File: config.mk
export PLATFORM = sky130hd
export DESIGN_NAME = crystal_osc_control_control_and_clock_status
export DESIGN_NICKNAME = d
export VERILOG_FILES = /design/src/hdl/osc_ctrl_pkg.sv /design/src/hdl/crystal_osc_control_control_and_clock_status.sv
export SDC_FILE = /design/constraint.sdc
export NUM_CORES = 1
export LEC_CHECK = 0
export BUFFER_PORTS_ARGS = -buffer_cell sky130_fd_sc_hd__buf_2
export CAP_MARGIN = 25
export CORE_UTILIZATION = 30
export DETAILED_ROUTE_END_ITERATION = 8
export GPL_TIMING_DRIVEN = 0
export PLACE_DENSITY = 0.61
export SLEW_MARGIN = 10
export SYNTH_ARGS = -nofsm -noshare
export SYNTH_HDL_FRONTEND = slang
export SYNTH_SLANG_ARGS = --single-unit
export TNS_END_PERCENT = 100
File: constraint.sdc
create_clock -name aclk -period 1.9 [get_ports aclk]
set_input_delay 0.38 -clock aclk [delete_from_list [all_inputs] [get_ports aclk]]
set_output_delay 0.38 -clock aclk [all_outputs]
set_load 0.02 [all_outputs]
File: src/hdl/osc_ctrl_pkg.sv
package osc_ctrl_pkg;

   // ----------------------------------------------------------------
   // register map
   // ----------------------------------------------------------------
   localparam logic [7:0]  status_offset   = 8'h0c;
   localparam logic [7:0]  control_offset  = 8'h10;
   localparam logic [15:0] control_reset   = 16'h0080;
   // writable bits of the control word; 5:3 and 0 read as zero
   localparam logic [15:0] control_mask    = 16'hffc6;

   // ----------------------------------------------------------------
   // control field positions
   // ----------------------------------------------------------------
   localparam int count_select_a_lsb   = 12;
   localparam int autogain_bit  = 11;
   localparam int gain_lsb      = 8;
   localparam int on_request_bit = 7;
   localparam int standby_bit   = 6;
   localparam int pad_sel_bit   = 2;
   localparam int enable_bit    = 1;

   // ----------------------------------------------------------------
   // status field positions
   // ----------------------------------------------------------------
   localparam int st_sync_busy_bit   = 11;
   localparam int st_detect_bit      = 10;
   localparam int st_mon_ready_bit   = 9;
   localparam int st_ref_stop_bit    = 8;
   localparam int st_coarse_bit      = 7;
   localparam int st_fine_bit        = 6;
   localparam int st_oob_bit         = 5;
   localparam int st_fll_sync_bit    = 4;
   localparam int st_8m_bit          = 3;
   localparam int st_32k_bit         = 2;
   localparam int st_x32k_bit        = 1;
   localparam int st_crystal_osc_control_bit        = 0;

   // ----------------------------------------------------------------
   // timing and codes
   // ----------------------------------------------------------------
   localparam logic [1:0]  sync_cycles      = 2'h3;
   localparam logic [2:0]  gain_max_code    = 3'h4;
   localparam logic [2:0]  gain_reset       = 3'h0;
   localparam logic [1:0]  resp_okay        = 2'h0;
   localparam logic [1:0]  resp_decerr      = 2'h3;

   typedef enum logic [1:0] {
      osc_off   = 2'b00,
      osc_count = 2'b01,
      osc_sync  = 2'b10,
      osc_ready = 2'b11
   } osc_state_e;

   // status levels from the other clock sources and supply monitor
   typedef struct packed {
      logic supply_monitor_sync_busy;
      logic supply_monitor_detect;
      logic supply_monitor_ready;
      logic fll_ref_clock_stopped;
      logic fll_coarse_lock;
      logic fll_fine_lock;
      logic fll_out_of_bounds;
      logic fll_sync_ready;
      logic internal_8m_ready;
      logic internal_32k_ready;
      logic crystal_32k_ready;
   } source_status_s;

   // whole state of the controller
   typedef struct packed {
      logic [15:0] crystal_osc_control;
      logic [2:0]  gain_applied;
      osc_state_e  state;
      logic [15:0] count;
      logic [1:0]  sync_count;
      logic        ulp_prev;
      logic        crystal_osc_control_prev;
      logic        aw_held;
      logic [7:0]  aw_addr;
      logic        w_held;
      logic [31:0] w_data;
      logic [3:0]  w_strb;
      logic        bvalid;
      logic [1:0]  bresp;
      logic        rvalid;
      logic [31:0] rdata;
      logic [1:0]  rresp;
   } ctrl_state_s;

endpackage

File: src/hdl/crystal_osc_control_control_and_clock_status.sv
// The AXI4-Lite register port was decided locally.
`timescale 1ns/1ps

// Overview of operation
// - bit 11 shows supply monitor sync busy
// - bit 10 shows supply below reference
// - bit 8 shows loop reference clock stopped
// - bits 7, 6 show coarse, fine lock
// - bit 5 shows loop out of bounds
// - bit 4 one means loop sync complete
// - bits 3..0 show source clocks ready
// - control at 0x10, reset 0x0080, write-protected
// - start-up count is two to field power
// - start-up counter runs on slow 32k clock
// - three crystal cycles before ready sets
// - auto gain adjusts amplitude only when enabled
// - gain codes 0-4 valid, 5-7 reserved
// - gain writes ignored while auto gain active
// - on request: run only while requested
// - on request clear: run whenever enabled
// - standby without keep-running stops oscillator
// - standby with keep-running follows normal mode
// - bit 2 selects crystal or external clock
// - bit 1 enables the oscillator
module crystal_osc_control_control_and_clock_status #(
   parameter int addr_width = 8
) (
   input  wire logic                          aclk,
   input  wire logic                          aresetn,
   // axi4-lite slave
   input  wire logic [addr_width-1:0]         s_axi_awaddr,
   input  wire logic                          s_axi_awvalid,
   output logic                               s_axi_awready,
   input  wire logic [31:0]                   s_axi_wdata,
   input  wire logic [3:0]                    s_axi_wstrb,
   input  wire logic                          s_axi_wvalid,
   output logic                               s_axi_wready,
   output logic [1:0]                         s_axi_bresp,
   output logic                               s_axi_bvalid,
   input  wire logic                          s_axi_bready,
   input  wire logic [addr_width-1:0]         s_axi_araddr,
   input  wire logic                          s_axi_arvalid,
   output logic                               s_axi_arready,
   output logic [31:0]                        s_axi_rdata,
   output logic [1:0]                         s_axi_rresp,
   output logic                               s_axi_rvalid,
   input  wire logic                          s_axi_rready,
   // system side
   input  wire logic                          write_protect,
   input  wire logic                          standby,
   input  wire logic                          clock_request,
   input  wire logic                          ultra_low_power_32k_osc,
   input  wire logic                          multipurpose_crystal_osc,
   input  wire osc_ctrl_pkg::source_status_s  source_status,
   // oscillator side
   output logic                               osc_run,
   output logic                               crystal_pad_select,
   output logic [2:0]                         osc_gain,
   output logic                               auto_amplitude_gain,
   output logic                               crystal_osc_ready
);

   osc_ctrl_pkg::ctrl_state_s q;
   osc_ctrl_pkg::ctrl_state_s next_q;

   logic        run_wanted;
   logic        ulp_rise;
   logic        crystal_osc_control_rise;
   logic        aw_take;
   logic        w_take;
   logic        aw_have;
   logic        w_have;
   logic [7:0]  wr_addr;
   logic [31:0] wr_data;
   logic [3:0]  wr_strb;
   logic [7:0]  rd_addr;
   logic [31:0] status_word;
   logic [15:0] ctrl_new;

   // ----------------------------------------------------------------
   // bus handshakes: one write and one read under way at a time
   // ----------------------------------------------------------------
   assign s_axi_awready = !q.aw_held && !q.bvalid;
   assign s_axi_wready  = !q.w_held && !q.bvalid;
   assign s_axi_arready = !q.rvalid;
   assign aw_take       = s_axi_awvalid && s_axi_awready;
   assign w_take        = s_axi_wvalid && s_axi_wready;
   assign aw_have       = q.aw_held || aw_take;
   assign w_have        = q.w_held || w_take;
   assign wr_addr       = q.aw_held ? q.aw_addr : s_axi_awaddr[7:0];
   assign wr_data       = q.w_held ? q.w_data : s_axi_wdata;
   assign wr_strb       = q.w_held ? q.w_strb : s_axi_wstrb;
   assign rd_addr       = s_axi_araddr[7:0];

   // ----------------------------------------------------------------
   // status word, live levels plus our own ready
   // ----------------------------------------------------------------
   always_comb begin
      status_word = 32'h0000_0000;
      status_word[osc_ctrl_pkg::st_sync_busy_bit] =
         source_status.supply_monitor_sync_busy;
      status_word[osc_ctrl_pkg::st_detect_bit] =
         source_status.supply_monitor_detect;
      status_word[osc_ctrl_pkg::st_mon_ready_bit] =
         source_status.supply_monitor_ready;
      status_word[osc_ctrl_pkg::st_ref_stop_bit] =
         source_status.fll_ref_clock_stopped;
      status_word[osc_ctrl_pkg::st_coarse_bit] = source_status.fll_coarse_lock;
      status_word[osc_ctrl_pkg::st_fine_bit]   = source_status.fll_fine_lock;
      status_word[osc_ctrl_pkg::st_oob_bit] = source_status.fll_out_of_bounds;
      // input is high when sync is complete, passed through as is
      status_word[osc_ctrl_pkg::st_fll_sync_bit] = source_status.fll_sync_ready;
      status_word[osc_ctrl_pkg::st_8m_bit]   = source_status.internal_8m_ready;
      status_word[osc_ctrl_pkg::st_32k_bit]  = source_status.internal_32k_ready;
      status_word[osc_ctrl_pkg::st_x32k_bit] = source_status.crystal_32k_ready;
      status_word[osc_ctrl_pkg::st_crystal_osc_control_bit] =
         (q.state == osc_ctrl_pkg::osc_ready);
   end

   // ----------------------------------------------------------------
   // run decision from enable, on-request and standby
   // ----------------------------------------------------------------
   always_comb begin
      run_wanted = q.crystal_osc_control[osc_ctrl_pkg::enable_bit];
      if (q.crystal_osc_control[osc_ctrl_pkg::on_request_bit]) begin
         run_wanted = run_wanted && clock_request;
      end
      // with on-request clear the request line is not looked at
      if (standby) begin
         run_wanted = run_wanted
                      && q.crystal_osc_control[osc_ctrl_pkg::standby_bit];
      end
      // keep-running in standby leaves the normal decision untouched
   end

   // slow and crystal clocks are sampled levels; edges found here
   assign ulp_rise  = ultra_low_power_32k_osc && !q.ulp_prev;
   assign crystal_osc_control_rise = multipurpose_crystal_osc && !q.crystal_osc_control_prev;

   // write data merged by byte lanes, unwritable bits forced low
   always_comb begin
      ctrl_new = q.crystal_osc_control;
      if (wr_strb[0]) begin
         ctrl_new[7:0] = wr_data[7:0];
      end
      if (wr_strb[1]) begin
         ctrl_new[15:8] = wr_data[15:8];
      end
      ctrl_new = ctrl_new & osc_ctrl_pkg::control_mask;
   end

   // ----------------------------------------------------------------
   // next state
   // ----------------------------------------------------------------
   always_comb begin
      next_q           = q;
      next_q.ulp_prev  = ultra_low_power_32k_osc;
      next_q.crystal_osc_control_prev = multipurpose_crystal_osc;

      // write channel: address and data taken in either order
      if (aw_take) begin
         next_q.aw_held = 1'b1;
         next_q.aw_addr = s_axi_awaddr[7:0];
      end
      if (w_take) begin
         next_q.w_held = 1'b1;
         next_q.w_data = s_axi_wdata;
         next_q.w_strb = s_axi_wstrb;
      end
      if (q.bvalid && s_axi_bready) begin
         next_q.bvalid = 1'b0;
      end
      if (aw_have && w_have && !q.bvalid) begin
         next_q.aw_held = 1'b0;
         next_q.w_held  = 1'b0;
         next_q.bvalid  = 1'b1;
         next_q.bresp   = osc_ctrl_pkg::resp_okay;
         if (wr_addr == osc_ctrl_pkg::control_offset) begin
            // protected writes are dropped but still answered okay
            if (!write_protect) begin
               next_q.crystal_osc_control = ctrl_new;
            end
         end else if (wr_addr != osc_ctrl_pkg::status_offset) begin
            next_q.bresp = osc_ctrl_pkg::resp_decerr;
         end
      end

      // read channel
      if (q.rvalid && s_axi_rready) begin
         next_q.rvalid = 1'b0;
      end
      if (s_axi_arvalid && !q.rvalid) begin
         next_q.rvalid = 1'b1;
         next_q.rresp  = osc_ctrl_pkg::resp_okay;
         next_q.rdata  = 32'h0000_0000;
         unique case (rd_addr)
            osc_ctrl_pkg::status_offset: begin
               next_q.rdata = status_word;
            end
            osc_ctrl_pkg::control_offset: begin
               next_q.rdata = {16'h0000, q.crystal_osc_control};
            end
            default: begin
               next_q.rresp = osc_ctrl_pkg::resp_decerr;
            end
         endcase
      end

      // gain: frozen while auto gain runs, reserved codes not applied
      if (!q.crystal_osc_control[osc_ctrl_pkg::autogain_bit]
          && q.crystal_osc_control[osc_ctrl_pkg::gain_lsb +: 3]
             <= osc_ctrl_pkg::gain_max_code) begin
         next_q.gain_applied = q.crystal_osc_control[osc_ctrl_pkg::gain_lsb +: 3];
      end

      // start-up sequence
      unique case (q.state)
         osc_ctrl_pkg::osc_off: begin
            if (run_wanted) begin
               next_q.state = osc_ctrl_pkg::osc_count;
               next_q.count = 16'h0001
                  << q.crystal_osc_control[osc_ctrl_pkg::count_select_a_lsb +: 4];
            end
         end
         osc_ctrl_pkg::osc_count: begin
            // counted on the slow clock, not the crystal being started
            if (ulp_rise) begin
               if (q.count == 16'h0001) begin
                  next_q.state      = osc_ctrl_pkg::osc_sync;
                  next_q.sync_count = 2'h0;
               end else begin
                  next_q.count = q.count - 16'h0001;
               end
            end
         end
         osc_ctrl_pkg::osc_sync: begin
            if (crystal_osc_control_rise) begin
               next_q.sync_count = q.sync_count + 2'h1;
               if (q.sync_count + 2'h1 == osc_ctrl_pkg::sync_cycles) begin
                  next_q.state = osc_ctrl_pkg::osc_ready;
               end
            end
         end
         osc_ctrl_pkg::osc_ready: begin
         end
      endcase
      // any stop drops ready; the next start reloads the count
      if (!run_wanted) begin
         next_q.state = osc_ctrl_pkg::osc_off;
      end
   end

   // ----------------------------------------------------------------
   // state register
   // ----------------------------------------------------------------
   always_ff @(posedge aclk) begin
      if (!aresetn) begin
         q                     <= '0;
         q.crystal_osc_control <= osc_ctrl_pkg::control_reset;
         q.gain_applied        <= osc_ctrl_pkg::gain_reset;
         q.state               <= osc_ctrl_pkg::osc_off;
      end else begin
         q <= next_q;
      end
   end

   // ----------------------------------------------------------------
   // outputs
   // ----------------------------------------------------------------
   assign s_axi_bvalid       = q.bvalid;
   assign s_axi_bresp        = q.bresp;
   assign s_axi_rvalid       = q.rvalid;
   assign s_axi_rdata        = q.rdata;
   assign s_axi_rresp        = q.rresp;
   // analog run follows the registered state so it never glitches
   assign osc_run            = (q.state != osc_ctrl_pkg::osc_off);
   assign crystal_pad_select = q.crystal_osc_control[osc_ctrl_pkg::pad_sel_bit];
   assign osc_gain           = q.gain_applied;
   // software is trusted to set this only once ready shows
   assign auto_amplitude_gain = q.crystal_osc_control[osc_ctrl_pkg::autogain_bit]
                                && osc_run;
   assign crystal_osc_ready  = (q.state == osc_ctrl_pkg::osc_ready);

endmodule

# --- Word level (Yosys, flattened, before mapping) ---
# Index checks and enable logic that the tools add are counted.
totals:
  ff_bits: 103
  output_inout_bits: 48
  in_bits: 75
classes:
  n_reduce_logical: 39
  bitwise: 2
  addsub: 2
  n_shift: 1
  n_mux: 24
  magnitude_cmp: 1
  n_eq_ne: 15
op_table:
  columns: ["operator", "count"]
  rows:
  - ["one-hot mux 16 bit (2 select lines)", 2]
  - ["2-to-1 mux 35 bit", 1]
  - ["2-to-1 mux 16 bit", 2]
  - ["2-to-1 mux 20 bit", 1]
  - ["2-to-1 mux 18 bit", 1]
  - ["2-to-1 mux 2 bit", 9]
  - ["== test 16 x 1 -> 1 bit (second input constant)", 1]
  - ["== test 8 x 5 -> 1 bit (second input constant)", 2]
  - ["AND reduction 4 bit", 4]
  - ["left shift 1 x 4 -> 16 bit (first input constant)", 1]
  - ["subtractor 16 x 1 -> 16 bit (second input constant)", 1]
  - ["logical AND 1 bit", 15]
  - ["!= test 2 bit (second input constant)", 6]
  - ["nonzero test 2 bit", 5]
  - ["== test 8 x 4 -> 1 bit (second input constant)", 1]
  - ["2-to-1 mux 8 bit", 1]
  - ["!= test 8 x 4 -> 1 bit (second input constant)", 1]
  - ["logical NOT 1 bit", 7]
  - ["== test 2 bit (second input constant)", 3]
  - ["one-hot mux 2 bit (3 select lines)", 1]
  - ["AND reduction 6 bit", 1]
  - ["2-to-1 mux 1 bit", 4]
  - ["one-hot mux 2 bit (2 select lines)", 1]
  - ["OR reduction 2 bit", 2]
  - ["9 further kinds", 11]

# --- Depth between registers and ports, before layout ---
depth:
  depth_word: 7
  depth_mapped: 10
  depth_no_buf: 7

# --- Worst setup path before layout ---
# No wires, ideal clock.
synth_timing:
  path_kind: "register -> register"
  from: "reg q[88] (netlist name)"
  to: "reg q[102] (netlist name)"
  stages_incl_launch_ff: 9
  t_arrival_ps: 1848
  slack_ps: -84
  required_time_ps: 1764
  setup_ps: 136
  path_cell_list: "dfxtp_1 -> inv_1 -> ha_1 -> or3b_1 -> clkbuf_1 -> or2_1 -> o311a_1 -> nor3_1 -> a211oi_1"
synth_between:
  elab_chain_cells: 4
  word_cells_on_any_way: 7
  cone_classes: "add/sub: 1; eq/ne: 2; mux: 3; reduce/logical: 1"
synth_rtl:
  columns: ["element", "line", "text"]
  rows:
  - ["from (decl)", "crystal_osc_control_control_and_clock_status.sv:63", "osc_ctrl_pkg::ctrl_state_s q;"]
  - ["from (signal assigned)", "crystal_osc_control_control_and_clock_status.sv:263", "q <= next_q;"]
  - ["subtractor 16 x 1 -> 16 bit", "crystal_osc_control_control_and_clock_status.sv:232", "next_q.count = q.count - 16'h0001;"]
  - ["2-to-1 mux 16 bit", "crystal_osc_control_control_and_clock_status.sv:228", "if (q.count == 16'h0001) begin"]
  - ["2-to-1 mux 20 bit", "crystal_osc_control_control_and_clock_status.sv:227", "if (ulp_rise) begin"]
  - ["one-hot mux 16 bit (2 select lines)", "crystal_osc_control_control_and_clock_status.sv:217", "unique case (q.state)"]
# Parallel ways exist; a longest one is shown, timed or not. The select of a mux whose other input is x is not followed.
# A chain may end at the register's enable or synchronous reset.

# --- Worst setup path in the final report ---
layout_timing:
  from: "reg q[88] (netlist name)"
  to: "reg q[103] (netlist name)"
# The elaborated chain is that of the path after synthesis.

==> results.md <==
* Power Density at 729.4 nW/µm²
* # rows at 43
* Fillcell total at 1383
* Worst r2r src: q[88]
* Die X at 122.7 µm
* Violated checks: negative setup slack
* Final setup violation count at 2
* Post-Route WL at 12.35 mm
* Setup Crit Path Kind: flop to flop
* Ant. Diodes at 0
* Max_cap viols at 0
* Final global-route overflow total at 0
* Final Cell Area at 5684 µm²
* Final setup margin at -0.04562 ns
* Fin Setup TNS at -0.07907 ns
* Final hold violation count at 0
* Synth top area share at 0.3709
* Main flop type after synthesis: dfxtp_1
* Max Clock Freq at 0.5140 GHz
* Critical path peak fanout at 6
* Most frequent cells in the layout: 84 x buf_2, 72 x dfxtp_1, 66 x nand2_1, 52 x buf_4, 41 x a21oi_1
* YS warnings at 0
* Clock skew at 0.005783 ns
* Ratio of cells with drive above 1 in the final layout at 0.3359
* Worst rel slew slack at 0.5310
* Post-route insts no fill at 826
* Dpl cells at 802
* Reg2Reg Setup Slack at -0.05 ns
* Skew-Pair Late Insertion Delay at 0.34 ns
* Final worst path period need at 1.946 ns
* HPWL Detailed at 9.141 mm
* Crit. Startpoint: q[88]
* Port bufs at 83
* Clock-pin transition on the worst setup and hold timing paths at 0.06 ns
* Most common cell after layout, fill and taps aside: buf_2
* Vias in the first global route at 3834
* Worst reg2reg endpoint: q[103]
* CTS tree: built
* Seq/Total Area, Yosys at 0.3709
* Initial antenna violation count at 1
* CTS Buf Count at 9
* Nets at 725
* Minimum hold slack at 0.2183 ns
* Die Ht at 122.7 µm
* Area growth syn-to-layout at 30.02%
* First-pass GRT wire length at 19.31 mm
* Placed Area at 5074 µm²
* WP data arrival at 2.17 ns
* CTS max path bufs at 2
* Boundary Pins at 123
* Crit path to: q[103]
* Synth top area cells: dfxtp_1 37%, buf_4 6.7%, nand2_1 5.8%
* Critical path launch point type: flop
* Post-synthesis cell count at 524
* Number of synthesized flops with an enable pin at 0
* Crit share post-route at 1.024
* Synth area leader: dfxtp_1
* Worst-Margin Slew at 0.7035 ns
* Starting density of the core at 0.3113
* RePlAce Congestion at 0.8085
* DRC viols at 0
* Core area at 14040 µm²
* First-pass DRT Iterations at 4
* Worst R2R Path Depth at 6
* Via count at 4130
* Worst hold path class: primary input to flop
* DR iter-0 viols at 360
* Antenna-violating nets left at 0
* Maximum VDD drop at 0.0005399 V
* Avg Cell Area, Syn at 8.343 µm²
* Cell variety after synth at 64
* Largest net degree at the start of global routing at 15
* Outcome: finished, violations left
* Drt wl/cell at 14.95 µm
* Register bit total from synthesis at 81
* Ys async rst share at 0
* H-tree depth at 3
* DR vias/cell at 5.000
* Worst Path Required at 2.13 ns
* Mapped Area at 4372 µm²
* CTS Sinks at 81
* RSZ-0062 raised after global routing: yes
* CP Capture Type: flop
* CTS root buf: clkbuf_16
* Gr usage total at 0.1669
* Die Area at 15060 µm²
* Lkg Pwr at 0.002390 µW
* Slew Limit Fails at 0
==> power breakdown <==
part / internal, µW / total (µW) / switching, µW
Combinational: 185 / 472 / 287
Clock: 1160 / 1890 / 729
Sequential: 1750 / 1790 / 40.0
==> what timing repair did <==
item | in CTS | in global routing
hold buffers | 0 | 0
pin swaps | 4 | 11
setup endpoints to repair | 41 | 35
setup buffers | 7 | 5
resized for setup | 34 | 27
==> per-layer routing <==
layer,vias to the layer above,track usage,share of wire
met2,109,0.2665,0.47
met1,1960,0.2197,0.46
met5,-,0,0
met3,13,0.03950,0.054
li1,2048,-,-
met4,0,0.05488,0.014
==> worst max-delay path: stages, from the launching register on <==
cell and delay [ns]:
dfxtp_4 0.35, or4_4 0.58, or2_1 0.24, buf_6 0.14, o41ai_4 0.21, a31oi_1 0.12, a31o_1 0.20
==> cell families after synthesis <==
logic type	Yosys count	share of synthesized area
fa+ha+maj	9	0.02576
mux	18	0.04207
buf+inv	92	0.1202
flops	81	0.3709
compound gates	137	0.2207
other cells	1	0.0008578
xor+xnor	6	0.01202
simple gates	180	0.2075
==> Yosys cell counts (all sizes together), types with 12 or more instances <==
library cell / instances
a211oi: 15
a21oi: 41
buf: 53
clkbuf: 23
dfxtp: 81
inv: 16
mux2i: 15
nand2: 67
nand3: 12
nor2: 39
o31ai: 14
==> per-stage QoR <==
step           setup WS (ns)  utilization  total power, µW
6_report            -0.04562       0.4048             4146
5_1_grt              -0.1319       0.4048             4316
4_1_cts             -0.08494       0.3954             4171
3_5_place_dp         -0.3683       0.3613             2288
3_3_place_gp         -0.3426       0.3613             2275
2_1_floorplan       -0.02697            -             2124
==> final cells by class <==
cell class | instances | area [µm²] | area share
inverters | 16 | 62.56 | 0.01101
repair buffers | 95 | 505.5 | 0.08893
clock buffers | 10 | 229.0 | 0.04028
plain buffers | 72 | 467.9 | 0.08232
clock inverters | 6 | 90.09 | 0.01585
multi-input cells | 366 | 2466 | 0.4339
flip-flops and latches | 81 | 1638 | 0.2881
well taps | 180 | 225.2 | 0.03962
==> state kept, by name (all words and copies together), names as in the netlist <==
register,flops
s_axi_rvalid,1
q,57
crystal_pad_select,1
s_axi_rdata,16
s_axi_bvalid,1
s_axi_bresp,1
osc_gain,3
s_axi_rresp,1
==> worst min path at each step <==
stage,start,end,slack (ns),depth (start not counted)
floorplan,q[38],q[38],0.43,2
global placement,q[49],q[49],0.44,2
detailed placement,q[49],q[49],0.44,2
CTS,s_axi_rready,s_axi_rvalid,0.21,2
global route,s_axi_rready,s_axi_rvalid,0.22,2
finish,s_axi_rready,s_axi_rvalid,0.22,2
Power figures use the tool's default switching activity.
